<file path="config.mk">
export PLATFORM = sky130hd
export DESIGN_NAME = rscd_decoder
export DESIGN_NICKNAME = d
export VERILOG_FILES = /design/src/design/rscd_pkg.sv /design/src/design/rscd_decoder.sv
export SDC_FILE = /design/constraint.sdc
export NUM_CORES = 1
export LEC_CHECK = 0
export ABC_AREA = 0
export BUFFER_PORTS_ARGS = -buffer_cell sky130_fd_sc_hd__buf_2
export CORE_MARGIN = 2
export CORE_UTILIZATION = 35
export DETAILED_ROUTE_END_ITERATION = 8
export GPL_TIMING_DRIVEN = 0
export SYNTH_ARGS = -nofsm -noshare
export SYNTH_HDL_FRONTEND = slang
export SYNTH_SLANG_ARGS = --single-unit
</file>
<file path="constraint.sdc">
create_clock -name clock -period 3.27 [get_ports clock]
set_input_delay 0.654 -clock clock [delete_from_list [all_inputs] [get_ports clock]]
set_output_delay 0.654 -clock clock [all_outputs]
set_load 0.01 [all_outputs]
</file>
<file path="src/design/rscd_pkg.sv">
// Constants for the radio serial command decoder
package rscd_pkg;
  localparam logic [7:0] CMD_RD_REG = 8'h00;
  localparam logic [7:0] CMD_WR_REG = 8'h20;
  localparam logic [7:0] CMD_RD_RX = 8'h61;
  localparam logic [7:0] CMD_WIDTH = 8'h60;
  localparam logic [7:0] CMD_WR_TX = 8'hA0;
  localparam logic [7:0] CMD_ACK_PL = 8'hA8;
  localparam logic [7:0] CMD_NOACK = 8'hB0;
  localparam logic [7:0] CMD_FLUSH_TX = 8'hE1;
  localparam logic [7:0] CMD_FLUSH_RX = 8'hE2;
  localparam logic [7:0] CMD_REUSE = 8'hE3;
  localparam logic [7:0] CMD_ACTIVATE = 8'h50;
  localparam logic [7:0] CMD_NOP = 8'hFF;
  localparam logic [7:0] ACT_FEATURES = 8'h73;
  localparam logic [7:0] ACT_BANK = 8'h53;
  localparam logic [2:0] MAX_PIPE = 3'h5;
  localparam logic [4:0] BANK_BIT_REG = 5'h07;
  localparam int BANK_BIT_POS = 7;
  localparam logic [4:0] MSB_FIRST_LAST = 5'h08;
  localparam logic [2:0] BYTE_LAST_BIT = 3'h7;
  localparam logic [2:0] REG_MAX_BYTES = 3'h5;
endpackage
</file>
<file path="src/design/rscd_decoder.sv">
// Serial command decoder: select/clock/data sampling, decode, byte streams
`timescale 1ns/10ps
// Overview of operation
// RQ1 - Select falling edge starts new command word
// RQ2 - Status byte shifts out during command byte
// RQ3 - Command byte arrives MSB first
// RQ4 - Data least byte first, bank0 and 9-14
// RQ5 - Bank one registers 0-8 most byte first
// RQ6 - 000AAAAA reads register, up to five bytes
// RQ7 - 001AAAAA writes register, idle states only
// RQ8 - 01100001 reads receive payload, then removes it
// RQ9 - 10100000 loads transmit payload from byte zero
// RQ10 - 11100001 empties transmit queue
// RQ11 - 11100010 empties receive queue
// RQ12 - 11100011 repeats last payload while enabled
// RQ13 - Repeat ends on payload load or flush; code ends it only on 10100000 and 11100001
// RQ14 - Host never toggles repeat mid-packet
// RQ15 - Activate with 0x73 toggles optional features
// RQ16 - Optional commands disabled: ignore writes, zero reads
// RQ17 - Activate honoured only in idle states
// RQ18 - Activate 0x53 toggles bank, shown status_bank_byte bit7; code inserts it in register 7 bit7 only while bank0 is selected
// RQ19 - 01100000 returns head payload width
// RQ20 - 10101PPP loads acknowledge payload for pipe
// RQ21 - 10110000 loads unacknowledged transmit payload
// RQ22 - 11111111 does nothing, status still shifted
// RQ23 - Unknown or refused commands change nothing
// RQ24 - Select rise ends command, output released
module rscd_decoder (
  // Clock, reset, enable
  input wire logic clock,
  input wire logic rst,
  input wire logic clk_en,
  // Serial pins
  input wire logic select_low,
  input wire logic sck,
  input wire logic mosi,
  output logic miso_o,
  output logic miso_oe,
  // Device state
  input wire logic [7:0] status_byte,
  input wire logic idle_state,
  // Register access, one byte each
  output logic [4:0] reg_addr,
  output logic [2:0] reg_byte_idx,
  output logic reg_rd_req,
  input wire logic [7:0] reg_rd_data,
  output logic reg_wr,
  output logic [7:0] reg_wr_data,
  output logic bank_sel,
  // Payload queues
  output logic rx_rd_req,
  input wire logic [7:0] rx_rd_data,
  input wire logic [5:0] rx_head_width,
  output logic rx_pop,
  output logic tx_wr,
  output logic [7:0] tx_wr_data,
  output logic tx_start,
  output logic tx_noack,
  output logic tx_ack_pl,
  output logic [2:0] tx_pipe,
  output logic tx_flush,
  output logic rx_flush,
  output logic reuse_active,
  output logic features_on
);
  typedef enum {ST_IDLE, ST_CMD, ST_DATA, ST_IGNORE} rscd_state_t;
  typedef enum {OP_NONE, OP_RD_REG, OP_WR_REG, OP_RD_RX, OP_WIDTH,
    OP_WR_TX, OP_ACT} rscd_op_t;

  typedef struct packed {
    logic [2:0] sel_s;
    logic [2:0] sck_s;
    logic [2:0] mosi_s;
    logic sel_l;
    logic sck_l;
    rscd_state_t st;
    rscd_op_t op;
    logic [2:0] bit_cnt;
    logic [7:0] sh_in;
    logic [7:0] sh_out;
    logic [2:0] byte_cnt;
    logic msb_order;
    logic rx_read;
    logic miso;
    logic miso_oe;
    logic [4:0] reg_addr;
    logic [2:0] reg_byte_idx;
    logic reg_rd_req;
    logic reg_wr;
    logic [7:0] wr_data;
    logic bank;
    logic rx_rd_req;
    logic rx_pop;
    logic tx_wr;
    logic tx_start;
    logic tx_noack;
    logic tx_ack_pl;
    logic [2:0] tx_pipe;
    logic tx_flush;
    logic rx_flush;
    logic reuse;
    logic feat;
  } rscd_regs_t;

  rscd_regs_t q, d;

  // Byte index as seen by the register map for the given order
  function automatic logic [2:0] map_idx(input logic msb, input logic [2:0] n);
    map_idx = msb ? 3'(rscd_pkg::REG_MAX_BYTES - 3'h1 - n) : n;
  endfunction

  always_comb begin
    logic sel_now, sck_now, mosi_now, sel_fall, sel_rise, sck_rise, sck_fall;
    logic [7:0] cmd;
    logic [7:0] next_out;
    d = q;
    d.sel_s = {q.sel_s[1:0], select_low};
    d.sck_s = {q.sck_s[1:0], sck};
    d.mosi_s = {q.mosi_s[1:0], mosi};
    sel_now = q.sel_l;
    sck_now = q.sck_l;
    mosi_now = q.mosi_s[2];
    if (q.sel_s[2] == q.sel_s[1]) begin
      sel_now = q.sel_s[2];
    end
    if (q.sck_s[2] == q.sck_s[1]) begin
      sck_now = q.sck_s[2];
    end
    d.sel_l = sel_now;
    d.sck_l = sck_now;
    sel_fall = q.sel_l && !sel_now;
    sel_rise = !q.sel_l && sel_now;
    sck_rise = !sel_now && !q.sck_l && sck_now;
    sck_fall = !sel_now && q.sck_l && !sck_now;
    cmd = {q.sh_in[6:0], mosi_now};
    next_out = 8'h00;
    d.reg_rd_req = 1'b0;
    d.reg_wr = 1'b0;
    d.rx_rd_req = 1'b0;
    d.rx_pop = 1'b0;
    d.tx_wr = 1'b0;
    d.tx_start = 1'b0;
    d.tx_flush = 1'b0;
    d.rx_flush = 1'b0;
    if (sel_rise) begin
      d.st = ST_IDLE; // [RQ24]
      d.miso_oe = 1'b0; // [RQ24]
      if (q.rx_read) begin
        d.rx_pop = 1'b1; // [RQ8]
      end
      d.rx_read = 1'b0;
    end else if (sel_fall) begin
      d.st = ST_CMD; // [RQ1]
      d.bit_cnt = 3'h0;
      d.byte_cnt = 3'h0;
      d.sh_out = status_byte; // [RQ2]
      d.miso = status_byte[7];
      d.miso_oe = 1'b1;
      d.op = OP_NONE;
      d.rx_read = 1'b0;
    end else if (sck_fall && q.st != ST_IDLE) begin
      d.miso = q.sh_out[7];
    end else if (sck_rise && q.st != ST_IDLE) begin
      d.sh_in = cmd; // [RQ3]
      d.sh_out = {q.sh_out[6:0], 1'b0}; // [RQ2]
      d.bit_cnt = q.bit_cnt + 3'h1;
      if (q.bit_cnt == rscd_pkg::BYTE_LAST_BIT) begin
        if (q.st == ST_CMD) begin
          d.st = ST_DATA;
          d.reg_addr = cmd[4:0];
          d.msb_order = q.bank && cmd[4:0] <= rscd_pkg::MSB_FIRST_LAST;
          d.reg_byte_idx = map_idx(d.msb_order, 3'h0); // [RQ4] [RQ5]
          if (cmd[7:5] == rscd_pkg::CMD_RD_REG[7:5]) begin
            d.op = OP_RD_REG; // [RQ6]
            d.reg_rd_req = 1'b1;
          end else if (cmd[7:5] == rscd_pkg::CMD_WR_REG[7:5]) begin
            d.op = idle_state ? OP_WR_REG : OP_NONE; // [RQ7]
          end else if (cmd == rscd_pkg::CMD_RD_RX) begin
            d.op = OP_RD_RX; // [RQ8]
            d.rx_read = 1'b1;
            d.rx_rd_req = 1'b1;
          end else if (cmd == rscd_pkg::CMD_WIDTH) begin
            d.op = OP_WIDTH; // [RQ19] [RQ16]
          end else if (cmd == rscd_pkg::CMD_WR_TX
              || (q.feat && cmd == rscd_pkg::CMD_NOACK)
              || (q.feat && cmd[7:3] == rscd_pkg::CMD_ACK_PL[7:3]
              && cmd[2:0] <= rscd_pkg::MAX_PIPE)) begin
            d.op = OP_WR_TX; // [RQ9] [RQ21] [RQ20] [RQ16]
            d.tx_start = 1'b1;
            d.tx_noack = cmd == rscd_pkg::CMD_NOACK;
            d.tx_ack_pl = cmd[7:3] == rscd_pkg::CMD_ACK_PL[7:3];
            d.tx_pipe = cmd[2:0];
            if (cmd == rscd_pkg::CMD_WR_TX) begin
              d.reuse = 1'b0; // [RQ13]
            end
          end else if (cmd == rscd_pkg::CMD_FLUSH_TX) begin
            d.tx_flush = 1'b1; // [RQ10]
            d.reuse = 1'b0; // [RQ13]
          end else if (cmd == rscd_pkg::CMD_FLUSH_RX) begin
            d.rx_flush = 1'b1; // [RQ11]
          end else if (cmd == rscd_pkg::CMD_REUSE) begin
            d.reuse = 1'b1; // [RQ12]
          end else if (cmd == rscd_pkg::CMD_ACTIVATE) begin
            d.op = idle_state ? OP_ACT : OP_NONE; // [RQ17]
          end else begin
            d.st = ST_IGNORE; // [RQ22] [RQ23]
          end
        end else if (q.st == ST_DATA) begin
          d.byte_cnt = q.byte_cnt + 3'h1;
          unique case (q.op)
            OP_WR_REG: begin
              if (q.byte_cnt < rscd_pkg::REG_MAX_BYTES) begin
                d.reg_wr = 1'b1; // [RQ7]
                d.wr_data = cmd;
                d.reg_byte_idx = map_idx(q.msb_order, q.byte_cnt);
              end
            end
            OP_WR_TX: begin
              d.tx_wr = 1'b1; // [RQ9]
              d.wr_data = cmd;
            end
            OP_ACT: begin
              if (q.byte_cnt == 3'h0 && cmd == rscd_pkg::ACT_FEATURES) begin
                d.feat = !q.feat; // [RQ15]
              end
              if (q.byte_cnt == 3'h0 && cmd == rscd_pkg::ACT_BANK) begin
                d.bank = !q.bank; // [RQ18]
              end
            end
            OP_RD_REG: begin
              if (q.byte_cnt < rscd_pkg::REG_MAX_BYTES - 3'h1) begin
                d.reg_byte_idx = map_idx(q.msb_order, q.byte_cnt + 3'h1);
                d.reg_rd_req = 1'b1; // [RQ6]
              end
            end
            OP_RD_RX: d.rx_rd_req = 1'b1; // [RQ8]
            default: ;
          endcase
        end
      end
    end
    // Load read data for the next byte once it has been fetched
    if (q.st == ST_DATA && q.bit_cnt == 3'h0 && !sck_rise && !sck_fall) begin
      unique case (q.op)
        OP_RD_REG: next_out = (q.reg_addr == rscd_pkg::BANK_BIT_REG
          && !q.msb_order && q.reg_byte_idx == 3'h0)
          ? {q.bank, reg_rd_data[rscd_pkg::BANK_BIT_POS-1:0]}
          : reg_rd_data; // [RQ18]
        OP_RD_RX: next_out = rx_rd_data;
        OP_WIDTH: next_out = q.feat ? {2'b00, rx_head_width} : 8'h00;
        default: next_out = 8'h00;
      endcase
      if (q.reg_rd_req || q.rx_rd_req || q.op == OP_WIDTH) begin
        d.sh_out = next_out;
        d.miso = next_out[7];
      end
    end
    if (rst) begin
      d = '0;
      d.sel_s = 3'b111;
      d.sel_l = 1'b1;
      d.st = ST_IDLE;
      d.op = OP_NONE;
    end else if (!clk_en) begin
      d = q;
    end
  end

  always_ff @(posedge clock) begin
    q <= d;
  end

  assign miso_o = q.miso;
  assign miso_oe = q.miso_oe;
  assign reg_addr = q.reg_addr;
  assign reg_byte_idx = q.reg_byte_idx;
  assign reg_rd_req = q.reg_rd_req;
  assign reg_wr = q.reg_wr;
  assign reg_wr_data = q.wr_data;
  assign bank_sel = q.bank;
  assign rx_rd_req = q.rx_rd_req;
  assign rx_pop = q.rx_pop;
  assign tx_wr = q.tx_wr;
  assign tx_wr_data = q.wr_data;
  assign tx_start = q.tx_start;
  assign tx_noack = q.tx_noack;
  assign tx_ack_pl = q.tx_ack_pl;
  assign tx_pipe = q.tx_pipe;
  assign tx_flush = q.tx_flush;
  assign rx_flush = q.rx_flush;
  assign reuse_active = q.reuse;
  assign features_on = q.feat;
endmodule // rscd_decoder

</file>
==> results of run 1 <==
[final timing paths]
check                              from                            to  slack [ns]  depth (start not counted)
hold reg to reg   tx_noack$_SDFFE_PP0P_         tx_noack$_SDFFE_PP0P_        0.45                          2
setup / recovery    q[123]$_SDFFE_PP1P_  reg_byte_idx[2]$_SDFFE_PP0P_        0.15                          9
hold / removal    tx_noack$_SDFFE_PP0P_         tx_noack$_SDFFE_PP0P_        0.45                          2
setup reg to reg    q[123]$_SDFFE_PP1P_  reg_byte_idx[2]$_SDFFE_PP0P_        0.15                          9
[layer usage]
metal  GRT usage  routed length [um]
met3      0.0481                 840
met2       0.329                6020
met1       0.257                5870
met5           0                   0
met4      0.0867                 459
[state kept, by name, indices dropped and copies added (netlist names), 3 cells and up]
signal	cells
reg_byte_idx	3
q	39
reg_wr_data	8
tx_pipe	3
reg_addr	5
[cells in the final DEF (no fill, tap or decap), types with 9 or more instances in the layout]
master	instances
a21oi_1	39
buf_2	80
buf_4	29
clkbuf_1	34
clkbuf_16	9
dfxtp_1	73
ha_1	13
inv_1	17
mux2i_1	19
nand2_1	69
nand3_1	16
nor2_1	39
nor2b_1	12
nor3_1	19
o21ai_0	19
[metrics by stage]
step / worst slack [ns] / total power, uW / cell area [sq um] / TNS [ns]
finish: 0.148 / 2070 / 5280 / 0
global route: 0.0126 / 2120 / 5280 / 0
CTS: 0.0212 / 2080 / 5270 / 0
detailed placement: -0.0184 / 1020 / 4950 / -0.0184
global placement: 0.0256 / 1020 / 4950 / 0
floorplan: 0.477 / 974 / 4350 / 0
[cell usage after synthesis (3+ instances only)]
| cell type | count | area (sq um) |
|---|---|---|
| a22oi_1 | 5 | 37.5 |
| mux2i_1 | 19 | 190 |
| a221o_1 | 7 | 70.1 |
| o21ai_0 | 19 | 95.1 |
| o21a_1 | 3 | 22.5 |
| nand4_1 | 4 | 25.0 |
| nand4b_1 | 5 | 43.8 |
| nand2b_1 | 7 | 43.8 |
| or3b_2 | 4 | 35.0 |
| a211oi_1 | 7 | 52.6 |
| clkbuf_1 | 32 | 120 |
| a221oi_1 | 3 | 26.3 |
| nor4_1 | 7 | 43.8 |
| nor3b_1 | 7 | 52.6 |
| nor3_1 | 19 | 95.1 |
| or4_1 | 3 | 22.5 |
| nand2_1 | 69 | 259 |
| inv_1 | 17 | 63.8 |
| dfxtp_1 | 73 | 1460 |
| mux2_2 | 3 | 33.8 |
| o21bai_1 | 3 | 22.5 |
| a2111oi_0 | 6 | 52.6 |
| nor2b_1 | 12 | 75.1 |
| o41ai_1 | 3 | 26.3 |
| and3b_1 | 3 | 26.3 |
| nor2_1 | 39 | 146 |
| nand3b_1 | 6 | 45.0 |
| a21oi_1 | 39 | 195 |
| a211o_1 | 5 | 43.8 |
| buf_4 | 28 | 210 |
| nand3_1 | 16 | 80.1 |
| a222oi_1 | 6 | 60.1 |
| ha_1 | 13 | 163 |
| a21o_1 | 4 | 30.0 |
| or3_1 | 4 | 25.0 |
[power by group through the flow]
stage	logic [uW]	registers (uW)	clock network (uW)
2_1_floorplan	52.5	922	0
3_3_place_gp	99.6	923	0
3_5_place_dp	101	923	0
4_1_cts	102	903	1070
5_1_grt	112	904	1110
6_report	102	904	1060
[cell type report]
| cell class | instances | area, sq um | share of cell area |
|---|---|---|---|
| inverter | 17 | 63.8 | 0.0121 |
| tap | 168 | 210 | 0.0398 |
| timing repair buffer | 79 | 398 | 0.0753 |
| clock inverter | 3 | 65.1 | 0.0123 |
| multi-input combinational | 383 | 2480 | 0.469 |
| clock buffer | 12 | 246 | 0.0466 |
| buffer | 65 | 359 | 0.0680 |
| sequential | 73 | 1460 | 0.277 |
[timing repair]
item / 4_1_cts / 5_1_grt
resized for setup: 0 / 3
setup buffers: 1 / 0
pin swaps: 1 / 1
setup endpoints to repair: 1 / 3
[critical path: cells and delay by family (launching register included)]
kind	cells	cell delay, ns
AO/OA/AOI/OAI	2	0.71
adder cells (fa/ha/maj)	2	0.51
flip-flops	1	0.42
AND/OR/NAND/NOR	3	1.01
buffers and inverters	2	0.32
[cells by family (layout without fill, tap and decap cells)]
group,count (synthesis),after routing,synth area share
AO/OA/AOI/OAI,130,130,0.217
XOR/XNOR,3,3,0.00604
adder cells (fa/ha/maj),14,14,0.0397
buffers and inverters,82,176,0.0972
flip-flops,73,73,0.336
multiplexers,22,22,0.0515
AND/OR/NAND/NOR,214,214,0.253
==> impl_metrics.csv, run 1 <==
group,metric,value,unit
outcome,status,"finished clean",
layout,diodes,0,
sta,slew_violations,0,
clock_tree,insertion_delay,0.34,ns
global_route,antenna_found_initial,0,
yosys,synth_warnings,0,
setup_path,critical_path.max_stage_delay,0.52,ns
layout,nNetsFinal,678,
yosys,async_flop_share,0,
floorplan,die-area,0.0133,sq mm
floorplan,start_util,0.361,
floorplan,num_rows,40,
layout,instances_no_fill,800,
setup_path,cp_slowest_cell,"or3b_1",
yosys,synth_edf_count,0,
placed_design,place_inst,784,
placed_design,finalWeightedCongestion,0.894,
routing,avgRoutedWirePerCell,16.5,um
sta,grt_setup_unrepaired,"false",
global_route,grt_max_degree,12,
routing,drc,0,
clock_tree,cts_tree,"yes",
sta,hold_viol_final,0,
global_route,first_global_vias,4130,
clock_tree,htree_num_levels,3,
pwr,seq_power_share,0.437,
floorplan,core_area,0.0121,sq mm
placed_design,hpwl,9850,um
clock_tree,clockBufferDepth,2,
setup_path,crit_required,3.47,ns
routing,finalWirelength,13200,um
sta,hold_slack,0.448,ns
yosys,synth_ff_type,"dfxtp_1",
routing,vias,4273,
layout,post-route-util,0.438,
global_route,globalRouteOverflowTotal,0,
yosys,syn_inst,538,
yosys,synth-seq-cells,73,
setup_path,cp-start-kind,"flop",
layout,drive_gt1_frac,0.220,
setup_path,path_class,"reg -> reg",
pwr,power_leakage,0.00211,uW
yosys,ys_seq_area_frac,0.336,
clock_tree,cts_hold_buffers,0,
global_route,grt.total_usage,0.203,
yosys,synth_area,0.00435,sq mm
run,maxCapViolations,0,
global_route,grt_pass1_wl,21000,um
pwr,switching_share,0.217,
clock_tree,cts_num_sinks,73,
placed_design,port_buffers,78,
sta,post-route-min-period,3.12,ns
sta,fin_crit_sh,0.955,
sta,worstMarginPinSlew,0.932,ns
pwr,irDropWorstVdd,196,uV
floorplan,die_w,116,um
routing,first_iter_violations,386,
yosys,avgSynthCellArea,8.09,sq um
sta,fmax,320,MHz
yosys,synth_nets,588,
pwr,power_frac_comb,0.049,
yosys,synth.distinct_cells,67,
setup_path,worstSetupEndpointType,"flop",
clock_tree,root_buffer,"clkbuf_16",
worst_hold_path,hp-class,"reg -> reg",
pwr,power_switching,448,uW
setup_path,crit_chain,"maj3_1, buf_2, inv_1, ha_1, or3b_1, nor4_4, o2111ai_1, a2111oi_1, nor3_1",
clock_tree,cts_buffers,9,
floorplan,die_h,116,um
pwr,p_clk_frac,0.513,
sta,max-slew-margin-rel,0.377,
layout,nFillCells,1215,
setup_path,crit_fanout,10,
pwr,internal_power,1620,uW
layout,areaGrowthSynthToFinish,21.4,%
routing,via_per_inst,5.34,
sta,finClkSkew,0.00926,ns
pwr,pwr_density_cell,391,mW/mm^2
routing,final_antenna_net_count,0,
setup_path,cp_data_arrival_time,3.32,ns
clock_tree,path_clk_slew,0.06,ns
routing,drt_first_pass_iters,7,
sta,setup_violations,0,
floorplan,ios,79,
No activity file was read; power rests on OpenSTA's default activity.
==> inputs of run 2 (changes only) <==
--- a/config.mk
+++ b/config.mk
@@ -7,6 +7,7 @@
 export LEC_CHECK = 0
 export ABC_AREA = 0
 export BUFFER_PORTS_ARGS = -buffer_cell sky130_fd_sc_hd__buf_2
+export CORE_ASPECT_RATIO = 1.5
 export CORE_MARGIN = 2
 export CORE_UTILIZATION = 35
 export DETAILED_ROUTE_END_ITERATION = 8
==> impl_metrics.csv, run 2 (synthesis gave the netlist of run 1 again) <==
group,metric,value,unit
setup_path,cp_data_arrival_time,3.42,ns
sta,slew_violations,0,
sta,fmax,317,MHz
placed_design,pre_cts_ws,-0.126,ns
routing,via_per_inst,5.49,
floorplan,die_w,95.1,um
setup_path,crit_fanout,10,
sta,post-route-min-period,3.15,ns
global_route,first_global_vias,4168,
placed_design,finalWeightedCongestion,0.873,
run,maxCapViolations,0,
floorplan,start_util,0.360,
clock_tree,cts_tree,"yes",
clock_tree,cts_hold_buffers,0,
setup_path,r2r_cells,9,
floorplan,ios,79,
routing,vias,4312,
sta,fin_crit_sh,0.964,
routing,first_iter_violations,186,
global_route,grt_max_degree,15,
floorplan,core_area,0.0121,sq mm
clock_tree,htree_num_levels,3,
layout,mostFrequentLayoutCell,"buf_2",
global_route,globalRouteOverflowTotal,0,
worst_hold_path,holdPathStages,2,
layout,areaGrowthSynthToFinish,21.2,%
routing,avgRoutedWirePerCell,17.4,um
global_route,antenna_found_initial,0,
sta,worstMarginPinSlew,1.03,ns
routing,drt_first_pass_iters,5,
pwr,irDropWorstVdd,285,uV
sta,grt_setup_unrepaired,"false",
sta,finClkSkew,0.00793,ns
sta,hold_viol_final,0,
pwr,power_leakage,0.00212,uW
layout,top_register,"q",
worst_hold_path,holdPathEnd,"tx_noack$_SDFFE_PP0P_",
setup_path,cp-start-kind,"flop",
setup_path,worstSetupEndpointType,"flop",
sta,max-slew-margin-rel,0.312,
floorplan,die_h,141,um
setup_path,path_class,"reg -> reg",
clock_tree,clockBufferDepth,2,
layout,largest_reg_flops,39,
routing,finalWirelength,13700,um
placed_design,hpwl,10300,um
clock_tree,cts_buffers,9,
clock_tree,insertion_delay,0.35,ns
pwr,pwr_density_cell,401,mW/mm^2
setup_path,r2r_end,"tx_noack$_SDFFE_PP0P_",
clock_tree,root_buffer,"clkbuf_16",
routing,final_antenna_net_count,0,
sta,fin_ws,0.119,ns
layout,diodes,0,
layout,nNetsFinal,678,
global_route,grt_pass1_wl,21200,um
outcome,status,"finished clean",
clock_tree,path_clk_slew,0.06,ns
routing,drc,0,
sta,setup_violations,0,
setup_path,rr_startpoint,"q[131]$_SDFFE_PP1P_",
worst_hold_path,hp-class,"reg -> reg",
floorplan,num_rows,49,
setup_path,crit_required,3.54,ns
worst_hold_path,worstHoldStart,"tx_noack$_SDFFE_PP0P_",
pwr,total_power,2120,uW
global_route,grt.total_usage,0.206,
layout,final_cell_mix,"buf_2 (80), dfxtp_1 (73), nand2_1 (69)",
placed_design,port_buffers,78,
floorplan,die-area,0.0134,sq mm
clock_tree,cts_num_sinks,73,
setup_path,rrSetupSlack,0.12,ns
layout,drive_gt1_frac,0.224,
==> run 2: cell types whose count changed in the layout (fill, tap and decap cells not counted), sizes merged <==
cell    change
clkbuf      -3
inv         +3
clkinv      +1
==> run 2: critical path, stage by stage (launching register included) <==
cell and delay [ns]:
dfxtp_1 0.42, maj3_1 0.26, buf_2 0.24, inv_1 0.06
ha_1 0.25, or3b_1 0.51, a2111oi_4 0.46, o211ai_4 0.22
or4_1 0.49, a21oi_1 0.17
==> run 2: power by group <==
part	internal, uW	leakage [uW]	switching (uW)
registers	897	0.000589	7.41
clock network	677	0.000161	432
logic	38.4	0.00137	64.1
total	1610	0.00212	504
==> run 2: worst max path at each step <==
| stage | slack, ns | to | startpoint | depth (start not counted) |
|---|---|---|---|---|
| 3_5_place_dp | -0.13 | tx_noack$_SDFFE_PP0P_ | q[131]$_SDFFE_PP1P_ | 9 |
| 6_report | 0.12 | tx_noack$_SDFFE_PP0P_ | q[131]$_SDFFE_PP1P_ | 9 |
| 2_1_floorplan | 0.48 | tx_noack$_SDFFE_PP0P_ | q[131]$_SDFFE_PP1P_ | 8 |
| 5_1_grt | 0.03 | tx_noack$_SDFFE_PP0P_ | q[131]$_SDFFE_PP1P_ | 9 |
| 3_3_place_gp | -0.08 | tx_noack$_SDFFE_PP0P_ | q[131]$_SDFFE_PP1P_ | 9 |
| 4_1_cts | 0.12 | reg_byte_idx[2]$_SDFFE_PP0P_ | q[131]$_SDFFE_PP1P_ | 9 |
==> run 2: final cells by class <==
class / count / area [sq um]
Fill cell: 1216 / 6800
Multi-Input combinational cell: 383 / 2480
Sequential cell: 73 / 1460
Timing Repair Buffer: 79 / 398
Buffer: 65 / 359
Clock buffer: 9 / 225
Tap cell: 153 / 191
Clock inverter: 7 / 100
Inverter: 17 / 63.8
==> run 2: stage by stage <==
stage	util	TNS, ns	hold WS [ns]	instances	cell area (sq um)
floorplan	-	0	0.440	538	4350
CTS	0.436	0	0.469	786	5270
global route	0.437	0	0.487	786	5280
finish	0.437	0	0.466	786	5280
global placement	0.409	-0.0754	0.444	769	4930
detailed placement	0.409	-0.126	0.453	769	4930
==> run 2: per-layer routing <==
metal  vias up  track usage  part of all wire
li1       2095            -                 -
met5         -            0                 0
met3        37       0.0358             0.054
met4         0        0.124             0.050
met2       163        0.364              0.52
met1      2017        0.224              0.38
==> run 2: what timing repair did <==
action | CTS | global route
buffers inserted | 1 | 0
setup endpoints to repair | 1 | 2
cloned | 0 | 0
gates resized for setup | 0 | 2
pin swaps | 1 | 0
